File: src/common/prn_port_pkg.sv
package prn_port_pkg;
   localparam int DATA_W = 8;
   // Printer port register selects on A1:A0
   localparam logic [1:0] SEL_DATA = 2'h0;
   localparam logic [1:0] SEL_STATUS = 2'h1;
   localparam logic [1:0] SEL_CONTROL = 2'h2;
   // Field positions
   localparam int CTL_INIT_BIT = 2;
   localparam int CTL_IRQ_EN_BIT = 4;
   localparam int CTL_DIR_BIT = 5;
   localparam int STS_ERROR_BIT = 3;
   localparam int STS_PAPER_BIT = 5;
   localparam int STS_ACK_BIT = 6;
   // Reset values
   localparam logic [7:0] DATA_RST = 8'h00;
   localparam logic [7:0] CONTROL_RST = 8'h00;

   typedef struct packed {
      logic cs_n;
      logic rd_n;
      logic wr_n;
      logic [1:0] addr;
      logic [7:0] wdata;
   } host_bus_t;

   typedef struct packed {
      logic ack_n;
      logic fault_n;
      logic paper_out;
      logic latch_sel;
   } printer_status_t;
endpackage : prn_port_pkg

File: src/printer_port_host_interface.sv
`timescale 1ns/1ps
// Behaviour
// (RULE1) Fault pin read as general input
// (RULE2) Init pin open-drain, low initializes printer
// (RULE3) Follow mode: irq tracks acknowledge level
// (RULE4) Latched mode: irq holds until read ends
// (RULE5) Irq three-stated until enable bit set
// (RULE6) Latched polarity chosen at build time
// (RULE7) Read places selected register on bus
// (RULE8) Write stores bus into selected register
// (RULE9) Printer data bus bidirectional, latched output
// (RULE10) Paper-out pin read as general input
// (RULE11) Read-active high while host reads
// (RULE12) Reset clears registers and outputs
// (RULE13) Printer pulls acknowledge low after byte
// (RULE14) Host selects port with select low
// (RULE15) Host bus driven only during read
module printer_port_host_interface #(
   parameter bit IRQ_INVERTED = 1'b1
)(
   input wire logic i_mclk,
   input wire logic i_sys_rst,
   input wire prn_port_pkg::host_bus_t i_host,
   output logic [prn_port_pkg::DATA_W-1:0] o_host_data,
   output logic o_host_data_oe_n,
   output logic o_read_active_out,
   input wire prn_port_pkg::printer_status_t i_prn,
   input wire logic [prn_port_pkg::DATA_W-1:0] i_printer_data_bus,
   output logic [prn_port_pkg::DATA_W-1:0] o_printer_data_bus,
   output logic o_printer_data_bus_oe_n,
   input wire logic i_printer_init_out,
   output logic o_printer_init_out,
   output logic o_printer_init_out_oe_n,
   output logic o_printer_irq_out,
   output logic o_printer_irq_out_oe_n
);
   import prn_port_pkg::*;

   host_bus_t host_s1, host;
   printer_status_t prn_s1, prn;
   logic [7:0] pd_s1, pd_in;
   logic init_s1, init_in;
   logic [7:0] data_reg;
   logic [7:0] printer_control_reg;
   logic rd_q;
   logic irq_latched;
   logic next_irq_latched;
   logic rd_cycle;
   logic wr_cycle;
   logic rd_end;
   logic [7:0] status_val;
   logic [7:0] read_val;
   logic irq_active;

   // Two-flop synchronisers on every pin input
   always_ff @(posedge i_mclk)
   begin
      if (i_sys_rst)
      begin
         host_s1 <= '{cs_n: 1'b1, rd_n: 1'b1, wr_n: 1'b1, addr: 2'h0, wdata: 8'h00};
         host <= '{cs_n: 1'b1, rd_n: 1'b1, wr_n: 1'b1, addr: 2'h0, wdata: 8'h00};
         prn_s1 <= '{ack_n: 1'b1, fault_n: 1'b1, paper_out: 1'b1, latch_sel: 1'b0};
         prn <= '{ack_n: 1'b1, fault_n: 1'b1, paper_out: 1'b1, latch_sel: 1'b0};
         pd_s1 <= 8'h00;
         pd_in <= 8'h00;
         init_s1 <= 1'b1;
         init_in <= 1'b1;
      end
      else
      begin
         host_s1 <= i_host;
         host <= host_s1;
         prn_s1 <= i_prn;
         prn <= prn_s1;
         pd_s1 <= i_printer_data_bus;
         pd_in <= pd_s1;
         init_s1 <= i_printer_init_out;
         init_in <= init_s1;
      end
   end

   assign rd_cycle = !host.cs_n && !host.rd_n;
   assign wr_cycle = !host.cs_n && !host.wr_n;
   assign rd_end = rd_q && !rd_cycle;

   always_ff @(posedge i_mclk)
   begin
      if (i_sys_rst)
         rd_q <= 1'b0;
      else
         rd_q <= rd_cycle;
   end

   // Write path
   always_ff @(posedge i_mclk)
   begin
      if (i_sys_rst) // RULE12
      begin
         data_reg <= DATA_RST;
         printer_control_reg <= CONTROL_RST;
      end
      else if (wr_cycle) // RULE8
      begin
         case (host.addr)
            SEL_DATA: data_reg <= host.wdata; // RULE9
            SEL_CONTROL: printer_control_reg <= host.wdata;
            default: ;
         endcase
      end
   end

   // Status keeps pins raw; software sees the printer's own levels
   always_comb
   begin
      status_val = 8'h00;
      status_val[STS_ERROR_BIT] = prn.fault_n; // RULE1
      status_val[STS_PAPER_BIT] = prn.paper_out; // RULE10
      status_val[STS_ACK_BIT] = prn.ack_n;
   end

   always_comb
   begin
      case (host.addr)
         SEL_DATA: read_val = printer_control_reg[CTL_DIR_BIT] ? pd_in : data_reg;
         SEL_STATUS: read_val = status_val;
         SEL_CONTROL: read_val = {printer_control_reg[7:3], init_in, printer_control_reg[1:0]};
         default: read_val = 8'h00;
      endcase
   end

   // Read data registered so the bus never shows a half-settled mux
   always_ff @(posedge i_mclk)
   begin
      if (i_sys_rst)
         o_host_data <= 8'h00;
      else if (rd_cycle)
         o_host_data <= read_val; // RULE7
   end

   always_ff @(posedge i_mclk)
   begin
      if (i_sys_rst)
      begin
         o_host_data_oe_n <= 1'b1;
         o_read_active_out <= 1'b0;
      end
      else
      begin
         o_host_data_oe_n <= !rd_cycle; // RULE15
         o_read_active_out <= rd_cycle; // RULE11
      end
   end

   // Printer data bus; direction bit turns it to input
   assign o_printer_data_bus = data_reg; // RULE9
   assign o_printer_data_bus_oe_n = printer_control_reg[CTL_DIR_BIT];

   // Open drain: drive low only, else release to pull-up
   assign o_printer_init_out = 1'b0;
   assign o_printer_init_out_oe_n = printer_control_reg[CTL_INIT_BIT]; // RULE2

   // Latched interrupt: set on acknowledge, cleared by end of read; set wins
   always_comb
   begin
      next_irq_latched = irq_latched;
      if (rd_end)
         next_irq_latched = 1'b0; // RULE4
      // Only latch in latched mode, so follow-mode acks leave no stale latch
      if (prn.latch_sel && !prn.ack_n)
         next_irq_latched = 1'b1;
   end

   always_ff @(posedge i_mclk)
   begin
      if (i_sys_rst)
         irq_latched <= 1'b0;
      else
         irq_latched <= next_irq_latched;
   end

   assign irq_active = prn.latch_sel ? irq_latched : !prn.ack_n;

   always_ff @(posedge i_mclk)
   begin
      if (i_sys_rst)
      begin
         o_printer_irq_out <= 1'b0;
         o_printer_irq_out_oe_n <= 1'b1;
      end
      else
      begin
         o_printer_irq_out_oe_n <= !printer_control_reg[CTL_IRQ_EN_BIT]; // RULE5
         if (!prn.latch_sel)
            o_printer_irq_out <= prn.ack_n; // RULE3
         else
            o_printer_irq_out <= irq_active ^ IRQ_INVERTED; // RULE6
      end
   end
endmodule : printer_port_host_interface

File: config.mk
export PLATFORM = sky130hd
export DESIGN_NAME = printer_port_host_interface
export DESIGN_NICKNAME = d
export VERILOG_FILES = /design/src/common/prn_port_pkg.sv /design/src/printer_port_host_interface.sv
export SDC_FILE = /design/constraint.sdc
export NUM_CORES = 1
export LEC_CHECK = 0
export BUFFER_PORTS_ARGS = -buffer_cell sky130_fd_sc_hd__buf_2
export CORE_ASPECT_RATIO = 0.75
export CORE_MARGIN = 2
export CORE_UTILIZATION = 30
export DETAILED_ROUTE_END_ITERATION = 6
export GPL_TIMING_DRIVEN = 1
export PLACE_DENSITY = 0.46
export SLEW_MARGIN = 20
export SYNTH_ARGS = -nofsm -noshare
export SYNTH_HDL_FRONTEND = slang
export SYNTH_SLANG_ARGS = --single-unit
File: constraint.sdc
create_clock -name i_mclk -period 1.6 [get_ports i_mclk]
set_input_delay 0.08 -clock i_mclk [delete_from_list [all_inputs] [get_ports i_mclk]]
set_output_delay 0.08 -clock i_mclk [all_outputs]
set_load 0.05 [all_outputs]
# == Word level (Yosys, flattened, before mapping) ==
# Index checks and enable logic that the tools add are counted.
# classes
addsub,0
multipliers,0
div_mod_pow,0
n_lt_le_gt_ge,0
eq_ne,2
n_shift,0
mux,6
bitwise_logic,1
n_reduce_logical,14
# ops
operator,count
$pmux 8 s3,1
$mux 8,1
$logic_not 1->1,6
$logic_and 1x1->1,4
$mux 1,4
$reduce_and 2->1,2
$eq 2x1->1 const B,1
$eq 2x2->1 const B,1
$logic_not 2->1,1
$reduce_bool 2->1,1
$not 1->1,1
# totals
register_bits,81
latchBits,0
ram_bits,0
romBits,0
in_bits,28
output_inout_bits,23
word_cells,53
n_memories,0

# == Longest topological paths before layout ==
# Gate-level depths: netlist of run 1.
# logic_depth
word_depth,6
ltp_mapped,6
depth_no_buf,4

# == Worst setup path before layout of run 1 ==
# No wires, ideal clock.
# synth_path
kind,register to register
from,register printer_control_reg[5]
to,register o_host_data[6] (netlist bit)
setup_time_ps,117
t_arrival_ps,1612
required_ps,1483
slack_ps,-129
stages_incl_launch_ff,6
path_buffers,1
synth_period_minus_slack_ps,1729
path_cell_list,dfxtp_1 > buf_2 > mux2i_1 > nor3_1 > a221o_1 > a22o_1
# synth_between
elab_chain_len,2
# synth_rtl
element,line_no,text
"start, declared",printer_port_host_interface.sv:44,logic [7:0] printer_control_reg;
"start signal, assigned",printer_port_host_interface.sv:106,SEL_CONTROL: printer_control_reg <= host.wdata;
$mux 8,printer_port_host_interface.sv:124,SEL_DATA: read_val = printer_control_reg[CTL_DIR_BIT] ? pd_in : data_reg;
$pmux 8 s3,printer_port_host_interface.sv:123,case (host.addr)
"end signal, assigned",printer_port_host_interface.sv:137,o_host_data <= read_val;
"end, declared",printer_port_host_interface.sv:24,"output logic [prn_port_pkg::DATA_W-1:0] o_host_data,"
# No other way between the ends.
# A chain may end at the register's enable or synchronous reset.

# == Worst setup path in the final report of run 1 ==
# layout_path
from,register host[9] (netlist bit)
to,register printer_control_reg[3]
# layout_between
elab_chain_len,2
# layout_rtl
element,line_no,text
"start, declared",printer_port_host_interface.sv:39,"host_bus_t host_s1, host;"
"start signal, assigned",printer_port_host_interface.sv:61,"host <= '{cs_n: 1'b1, rd_n: 1'b1, wr_n: 1'b1, addr: 2'h0, wdata: 8'h00};"
"start signal, assigned",printer_port_host_interface.sv:72,host <= host_s1;
$eq 2x2->1,printer_port_host_interface.sv:104,case (host.addr)
$reduce_and 2->1 (no line),n/a,
# No other way between the ends.

==> impl_metrics.yaml, run 1 <==
finish:
  area_delta_synth_final_pct: 35.0
  regArea_um2: 1620
  nets: 347
  fillers: 843
  diodes: 0
  final_layout_size_suffix_gt1_frac: 0.279
  multi_input_area_um2: 902
  finalInstanceArea_um2: 3530
  reg_top3: "host: 13 flops, host_s1: 13 flops"
timing:
  fin_skew_ns: 0.00425
  slew_viol_final: 0
  max_freq_mhz: 719
  setup_violations: 0
  hold_violations: 0
  fin_setup_tns_ns: 0
  rsz0062_at_grt: "no"
  period_minus_slack_ns: 1.39
  fin_crit_sh: 0.869
critical_path:
  worstPathRequired_ns: 1.85
  cp_max_fo: 9
  cp_data_arrival_time_ns: 1.64
  critPathBufInv: 0
  crit_path_start_kind: "register"
  crit_path_cell_trace: "nor2b_1, and2_2, nand2_1, a21oi_1"
  path_class: "register to register"
  max_stage_delay_ns: 0.53
  worstSetupPathDepth: 4
  slowest_stage: "dfxtp_1"
  reg2regPathDepth: 4
  path_delay_family: "simple AND/OR/NAND/NOR gates"
  crit_path_end_kind: "register"
floorplanning:
  num_io_pins: 51
  fp.dieW_um: 112
  dieArea_um2: 9490
  initial_utilization: 0.309
  die_h_um: 84.9
  fp-row-count: 29
  core_um2: 8450
synthesis:
  synth_compound_area_frac: 0.0627
  synthCells: 241
  synth-simple-area-share: 0.198
  synth_nets: 269
  synth_area_um2: 2620
  synth_fa_ha_area_frac: 0
  synth-seq-cells: 81
  muxShareOfSynthArea: 0.0828
  synth_top_family_by_area: "simple AND/OR/NAND/NOR gates"
  synth_warnings: 0
  ys_types: 25
  synth_xor_area_frac: 0
  ys_seq_area_frac: 0.620
  syn_area_per_cell_um2: 10.9
global_route:
  grt_usage: 0.116
  grt_pass1_vias: 1697
  antenna_found_initial: 0
  grt_max_degree: 41
  overflow: 0
  grt_pass1_wl_um: 8440
place:
  io_buffer_count: 49
  gp_congestion: 0.780
  dpl_cell_area_um2: 2970
  hpwl_um: 3420
route:
  route.vias.total: 1767
  drt_wl_total_um: 5130
  ant_nets: 0
  wl_per_cell_um: 11.9
  drc: 0
  avgViaCountPerCell: 4.10
  drt-initial-drc-count: 58
  first_pass_iters: 4
power_and_ir_drop:
  powerDensity_nw_per_um2: 1220
  internal-power_mw: 3.47
  comb_power_share: 0.045
  power_frac_seq: 0.488
  p_switching_mw: 0.847
  leakage_nw: 1.42
  vdd_drop_max_mv: 0.502
  p_clk_frac: 0.467
  swShare: 0.196
cts:
  post_cts_buffers: 0
  tritoncts: "done"
  cts_root_buf: "clkbuf_16"
  cts.path.max_buffers: 2
  clk_pin_slew_ns: 0.06
  h-tree-depth: 3
  cts_made_buffers: 9
  cts_num_sinks: 81
  insertion_delay_ns: 0.33
hold_path:
  hold_path.class: "primary input to register"
  whs_path_depth: 2
job:
  cap_violations: 0
outcome:
  status: "complete, no violations"
-- layout by cell type, fill, tap and decap left out --
cell type	n
conb_1	1
o21ai_0	3
or4_1	1
buf_4	5
inv_1	8
nor3_1	3
dfxtp_1	80
o31a_1	1
clkbuf_16	9
clkbuf_8	2
a22o_1	3
nor4_4	1
or2_2	14
mux2i_1	16
o32ai_1	5
a21oi_1	10
clkbuf_1	1
dlygate4sd3_1	26
and2_2	1
mux2_2	5
clkinv_2	2
nand2_1	18
a221o_1	2
nor2_1	13
nor2b_1	41
dfxtp_2	1
bufinv_16	1
nand2b_1	1
buf_2	49
-- logic make-up (layout without fill, tap and decap cells) --
group                  count (synthesis)  in the layout
AO/OA/AOI/OAI                         24             24
flip-flops                            81             81
other                                  1              1
multiplexers                          21             21
AND/OR/NAND/NOR                       93             93
buffers and inverters                 21            103
-- power by group through the flow --
| stage | logic, mW | registers, mW | clock network (mW) |
|---|---|---|---|
| CTS | 0.196 | 2.11 | 2.09 |
| global route | 0.214 | 2.12 | 2.16 |
| floorplan | 0.0926 | 2.15 | 0 |
| detailed placement | 0.147 | 2.15 | 0 |
| finish | 0.192 | 2.11 | 2.02 |
| global placement | 0.147 | 2.15 | 0 |
-- worst register-to-register path, delay by kind of cell (launching register included) --
family             cells  cell delay, ns
DFF                    1            0.53
AOI/OAI and AO/OA      1            0.13
and+or+nand+nor        3            0.67
-- synth_stat cells --
master,number,area share
or2_2,14,0.033
o31a_1,1,0.0033
o21ai_0,3,0.0057
nor2_1,13,0.019
mux2i_1,16,0.061
buf_1,1,0.0014
clkbuf_1,8,0.011
a22o_1,3,0.010
a21oi_1,10,0.019
o32ai_1,5,0.017
and2_1,1,0.0024
inv_1,8,0.011
nor3_1,3,0.0057
or4_1,1,0.0029
nand2_1,18,0.026
conb_1,1,0.0014
buf_4,1,0.0029
buf_6,1,0.0043
mux2_2,5,0.022
nor4_4,1,0.0081
a221o_1,2,0.0077
nor2b_1,41,0.098
dfxtp_1,81,0.62
buf_2,2,0.0038
nand2b_1,1,0.0024
-- routing by layer --
metal	GRT usage	up-vias	part of all wire
met5	0	-	0
met4	0.0438	0	0.014
met3	0.0507	7	0.059
met2	0.168	39	0.40
met1	0.154	784	0.52
li1	-	937	-
-- layout make-up --
type                       count  share of cell area
multi-input combinational    139               0.256
clock buffer                  12              0.0727
inverter                       8             0.00851
sequential                    81               0.460
clock inverter                 3              0.0113
tap                          108              0.0383
timing repair buffer          80               0.154
-- what timing repair did --
| action | CTS | global route |
|---|---|---|
| endpoints found under the hold margin | 26 | 0 |
| gates resized for setup | 0 | 1 |
| endpoints found under the setup margin | 0 | 7 |
| hold buffers | 26 | 0 |
-- worst paths after layout --
kind	start	end	slack (ns)
hold / removal	i_sys_rst	printer_control_reg[5]$_SDFFE_PP0P_	0.06
setup / recovery	host[9]$_SDFF_PP0_	printer_control_reg[3]$_SDFFE_PP0P_	0.21
setup reg to reg	host[9]$_SDFF_PP0_	printer_control_reg[3]$_SDFFE_PP0P_	0.21
hold reg to reg	prn_s1[1]$_SDFF_PP1_	prn[1]$_SDFF_PP1_	0.41
-- through the flow --
stage	power, mW	utilization	worst slack [ns]	cells	hold slack, ns
after detailed placement	2.30	0.351	0.142	390	0.267
after global routing	4.49	0.417	0.0564	431	0.0891
after floorplan	2.24	-	0.0465	241	0.163
final	4.32	0.417	0.209	431	0.0637
after global placement	2.30	0.351	0.213	390	0.266
after CTS	4.39	0.417	0.103	431	0.0632
Note: power is estimated with default switching activity, not from simulation.
==> run 2: changes to the inputs <==
--- a/config.mk
+++ b/config.mk
@@ -6,4 +6,5 @@
 export NUM_CORES = 1
 export LEC_CHECK = 0
+export ABC_CLOCK_PERIOD_IN_PS = 1600
 export BUFFER_PORTS_ARGS = -buffer_cell sky130_fd_sc_hd__buf_2
 export CORE_ASPECT_RATIO = 0.75
==> constraint.sdc (replaced) <==
create_clock -name i_mclk -period 1.6 [get_ports i_mclk]
set_input_delay 0.08 -clock i_mclk [delete_from_list [all_inputs] [get_ports i_mclk]]
set_output_delay 0.08 -clock i_mclk [all_outputs]
set_load 0.02 [all_outputs]
==> run 2 against run 1 <==
Against the previous run: clock skew up 0.0015 ns; worst setup slack worse by 0.048 ns; critical path depth stayed put; first-iteration DRC count grew 19%; die area unchanged; non-clock buffer count is 2 higher; via count is 0.34% higher; worst hold slack worse by 0.053 ns; critical path type unchanged; largest cell class unchanged; largest power group unchanged.
==> impl_metrics.yaml, run 2 (synthesized netlist as in run 1, its figures left out) <==
finish:
  finalInstanceArea_um2: 3540
  final_core_util: 0.419
  final_layout_size_suffix_gt1_frac: 0.282
  nets: 349
  area_delta_synth_final_pct: 35.5
  layout.cells.non_filler: 434
  final_common_cell: "dfxtp_1"
  final_cell_mix: "dfxtp_1, buf_2, nor2b_1"
  reg_top3: "host: 13 flops, host_s1: 13 flops"
  diodes: 0
route:
  wl_per_cell_um: 11.9
  first_pass_iters: 6
  drt_wl_total_um: 5160
  drc: 0
  ant_nets: 0
  avgViaCountPerCell: 4.09
  route.vias.total: 1773
  drt-initial-drc-count: 69
timing:
  hold_violations: 0
  max_freq_mhz: 695
  fin_setup_tns_ns: 0
  slew_viol_final: 0
  worst_slack_ns: 0.161
  holdWs_ns: 0.0102
  period_minus_slack_ns: 1.44
  rsz0062_at_grt: "no"
  fin_crit_sh: 0.899
  fin_skew_ns: 0.00571
  setup_violations: 0
place:
  pre_cts_slack_ns: 0.193
  io_buffer_count: 49
  hpwl_um: 3490
  dpl_cell_area_um2: 3000
  place_inst: 392
  gp_congestion: 0.766
cts:
  cts.path.max_buffers: 2
  cts_made_buffers: 9
  cts_resized: 0
  insertion_delay_ns: 0.33
  cts_num_sinks: 81
  h-tree-depth: 3
  tritoncts: "done"
  cts_root_buf: "clkbuf_16"
  clk_pin_slew_ns: 0.06
critical_path:
  path_class: "register to register"
  cp_data_arrival_time_ns: 1.69
  crit_path_end_kind: "register"
  worstPathRequired_ns: 1.85
  crit_path_start_kind: "register"
  crit_path_cell_trace: "nor2b_1, and2_1, nand2_1, a21oi_1"
  slowest_stage: "dfxtp_1"
  max_stage_delay_ns: 0.41
  cp_max_fo: 8
power_and_ir_drop:
  vdd_drop_max_mv: 0.587
  finalPower_mw: 4.20
  powerDensity_nw_per_um2: 1190
  leakage_nw: 1.42
floorplanning:
  die_h_um: 84.9
  core_um2: 8450
  fp-row-count: 29
  initial_utilization: 0.309
  dieArea_um2: 9490
  fp.dieW_um: 112
  num_io_pins: 51
global_route:
  grt_pass1_wl_um: 8420
  grt_usage: 0.115
  antenna_found_initial: 0
  grt_pass1_vias: 1750
  grt_max_degree: 54
  overflow: 0
job:
  cap_violations: 0
hold_path:
  hold_path.class: "primary input to register"
outcome:
  status: "complete, no violations"
[run 2: cell types whose count changed in the layout (fill, tap and decap cells not counted), sizes merged]
cell | previous run | this run
buf | 54 | 56
bufinv | 1 | 0
clkbuf | 12 | 9
clkinvlp | 0 | 1
inv | 8 | 12
[run 2: cell type report]
type | count | area, µm²
clock buffers | 9 | 225
inverters | 8 | 30.0
fillers | 854 | 4910
flip-flops and latches | 81 | 1620
clock inverters | 7 | 60.1
repair buffers | 82 | 571
multi-input cells | 139 | 901
well taps | 108 | 135
[run 2: final timing paths]
path / start / depth (start not counted) / to / slack [ns]
setup / recovery: host[8]$_SDFF_PP0_ / 4 / printer_control_reg[7]$_SDFFE_PP0P_ / 0.16
hold / removal: i_sys_rst / 2 / o_read_active_out$_SDFF_PP0_ / 0.01
setup reg to reg: host[8]$_SDFF_PP0_ / 4 / printer_control_reg[7]$_SDFFE_PP0P_ / 0.16
hold reg to reg: host_s1[10]$_SDFF_PP1_ / 1 / host[10]$_SDFF_PP1_ / 0.41
[run 2: routing by layer]
layer	global-route usage	wire, µm
met5	0	0
met4	0.0404	51
met3	0.0521	290
met2	0.168	2110
met1	0.151	2710
[run 2: what timing repair did]
| action | 4_1_cts | 5_1_grt |
|---|---|---|
| setup buffers | 0 | 0 |
| hold buffers | 26 | 0 |
| endpoints found under the hold margin | 26 | 0 |
[run 2: worst max-delay path: cells and delay by family, from the launching register on]
kind             cells  cell delay, ns
AND/OR/NAND/NOR      3            0.79
flip-flops           1            0.41
AO/OA/AOI/OAI        1            0.16
[run 2: report_power, final]
group / leakage, nW / switching, mW / internal (mW)
Sequential: 0.665 / 0.0251 / 2.08
Combinational: 0.622 / 0.0745 / 0.117
Clock: 0.137 / 0.828 / 1.08
==> run 3: changes to the inputs <==
- CELL_PAD_IN_SITES_DETAIL_PLACEMENT: not set -> 2
- CELL_PAD_IN_SITES_GLOBAL_PLACEMENT: not set -> 2
- PLACE_DENSITY: 0.46 -> 0.66
- SKIP_CTS_REPAIR_TIMING: not set -> 1
==> run 3 against run 2 <==
Against the previous run: sequential cell count stayed put; final area shrank 0.53%; first-iteration DRC count is 43% lower; non-clock buffer count decreased by 2.
==> impl_metrics.yaml, run 3 (synthesized netlist as in run 1, its figures left out) <==
outcome:
  status: "complete, no violations"
floorplanning:
  die_h_um: 84.9
  dieArea_um2: 9490
  core_um2: 8450
  fp-row-count: 29
  num_io_pins: 51
  fp.dieW_um: 112
  initial_utilization: 0.309
finish:
  fillers: 907
  reg_top3: "host: 13 flops, host_s1: 13 flops"
  final_layout_size_suffix_gt1_frac: 0.278
  nets: 347
  multi_input_area_um2: 901
  final_common_cell: "dfxtp_1"
  regArea_um2: 1620
  diodes: 0
  final_cell_mix: "dfxtp_1, buf_2, nor2b_1"
  area_delta_synth_final_pct: 34.8
power_and_ir_drop:
  power_frac_seq: 0.490
  finalPower_mw: 4.30
  p_clk_frac: 0.466
  internal-power_mw: 3.44
  p_switching_mw: 0.859
  powerDensity_nw_per_um2: 1220
  swShare: 0.200
  vdd_drop_max_mv: 0.453
  comb_power_share: 0.043
  leakage_nw: 1.41
critical_path:
  crit_path_end_kind: "register"
  worstPathRequired_ns: 1.85
  cp_data_arrival_time_ns: 1.67
  reg2regPathDepth: 4
  cp_max_fo: 8
  path_class: "register to register"
  crit_path_start_kind: "register"
route:
  wl_met1_um: 2810
  drc: 0
  route.vias.total: 1862
  top_layer_used: "met4"
  dr_wl_met3_um: 255
  first_pass_iters: 4
  drt_wl_total_um: 6010
  wl_met2_um: 2840
  wl_per_cell_um: 13.9
  avgViaCountPerCell: 4.31
  ant_nets: 0
  drt-initial-drc-count: 39
cts:
  insertion_delay_ns: 0.33
  cts.path.max_buffers: 2
  cts_num_sinks: 81
  cts_made_buffers: 9
  tritoncts: "done"
  h-tree-depth: 3
  clk_pin_slew_ns: 0.06
  cts_root_buf: "clkbuf_16"
timing:
  hold_violations: 0
  rsz0062_at_grt: "no"
  fin_skew_ns: 0.00670
  max_freq_mhz: 705
  setup_violations: 0
  fin_crit_sh: 0.886
  fin_setup_tns_ns: 0
  slew_viol_final: 0
  period_minus_slack_ns: 1.42
global_route:
  grt_pass1_wl_um: 9730
  antenna_found_initial: 0
  grt_usage: 0.135
  grt_max_degree: 46
  overflow: 0
  grt_pass1_vias: 1855
hold_path:
  hold_path.class: "primary input to register"
  whs_path_depth: 2
place:
  io_buffer_count: 49
  hpwl_um: 3950
  gp_congestion: 0.733
job:
  cap_violations: 0
run 3: cell count changes in the layout (fill, tap and decap cells not counted), sizes merged:
cell / before / now
clkbuf: 9 / 12
bufinv: 0 / 1
inv: 12 / 8
clkinvlp: 1 / 3
dlygate4sd3: 26 / 24
clkinv: 2 / 0
run 3: power groups by stage:
stage	logic (mW)	clock network, mW	registers, mW
CTS	0.146	2.09	2.11
finish	0.186	2.01	2.11
detailed placement	0.144	0	2.15
floorplan	0.0896	0	2.14
global placement	0.140	0	2.15
global route	0.210	2.19	2.12
run 3: metal layers:
| metal | GRT usage | vias up |
|---|---|---|
| met5 | 0 | - |
| met4 | 0.0539 | 0 |
| met3 | 0.0407 | 8 |
| met2 | 0.209 | 39 |
| met1 | 0.179 | 883 |
| li1 | - | 932 |
run 3: critical path: stages, from the launching register on:
cell,delay [ns]
dfxtp_1,0.43
nor2b_1,0.30
and2_1,0.36
nand2_1,0.11
a21oi_1,0.15
run 3: through the flow:
stage | hold slack, ns | cells | cell area, µm² | setup WS, ns | util
4_1_cts | -0.0791 | 408 | 3280 | 0.140 | 0.388
5_1_grt | 0.00670 | 432 | 3520 | 0.0362 | 0.417
2_1_floorplan | 0.163 | 241 | 2620 | 0.118 | -
3_5_place_dp | 0.269 | 392 | 2990 | 0.191 | 0.353
6_report | 0.00729 | 432 | 3520 | 0.182 | 0.417
3_3_place_gp | 0.266 | 392 | 2990 | 0.201 | 0.353
run 3: path summary, 6_finish.rpt:
| path | start | endpoint | slack (ns) |
|---|---|---|---|
| hold / removal | i_host[5] | host_s1[5]$_SDFF_PP0_ | 0.007 |
| hold reg to reg | prn_s1[3]$_SDFF_PP1_ | prn[3]$_SDFF_PP1_ | 0.41 |
| setup reg to reg | host[9]$_SDFF_PP0_ | printer_control_reg[3]$_SDFFE_PP0P_ | 0.18 |
| setup / recovery | host[9]$_SDFF_PP0_ | printer_control_reg[3]$_SDFFE_PP0P_ | 0.18 |
run 3: final cells by class:
| type | instances | area share |
|---|---|---|
| Sequential cell | 81 | 0.460 |
| Tap cell | 108 | 0.0383 |
| Inverter | 8 | 0.00852 |
| Clock inverter | 4 | 0.0149 |
| Timing Repair Buffer | 80 | 0.153 |
| Multi-Input combinational cell | 139 | 0.256 |
| Clock buffer | 12 | 0.0699 |
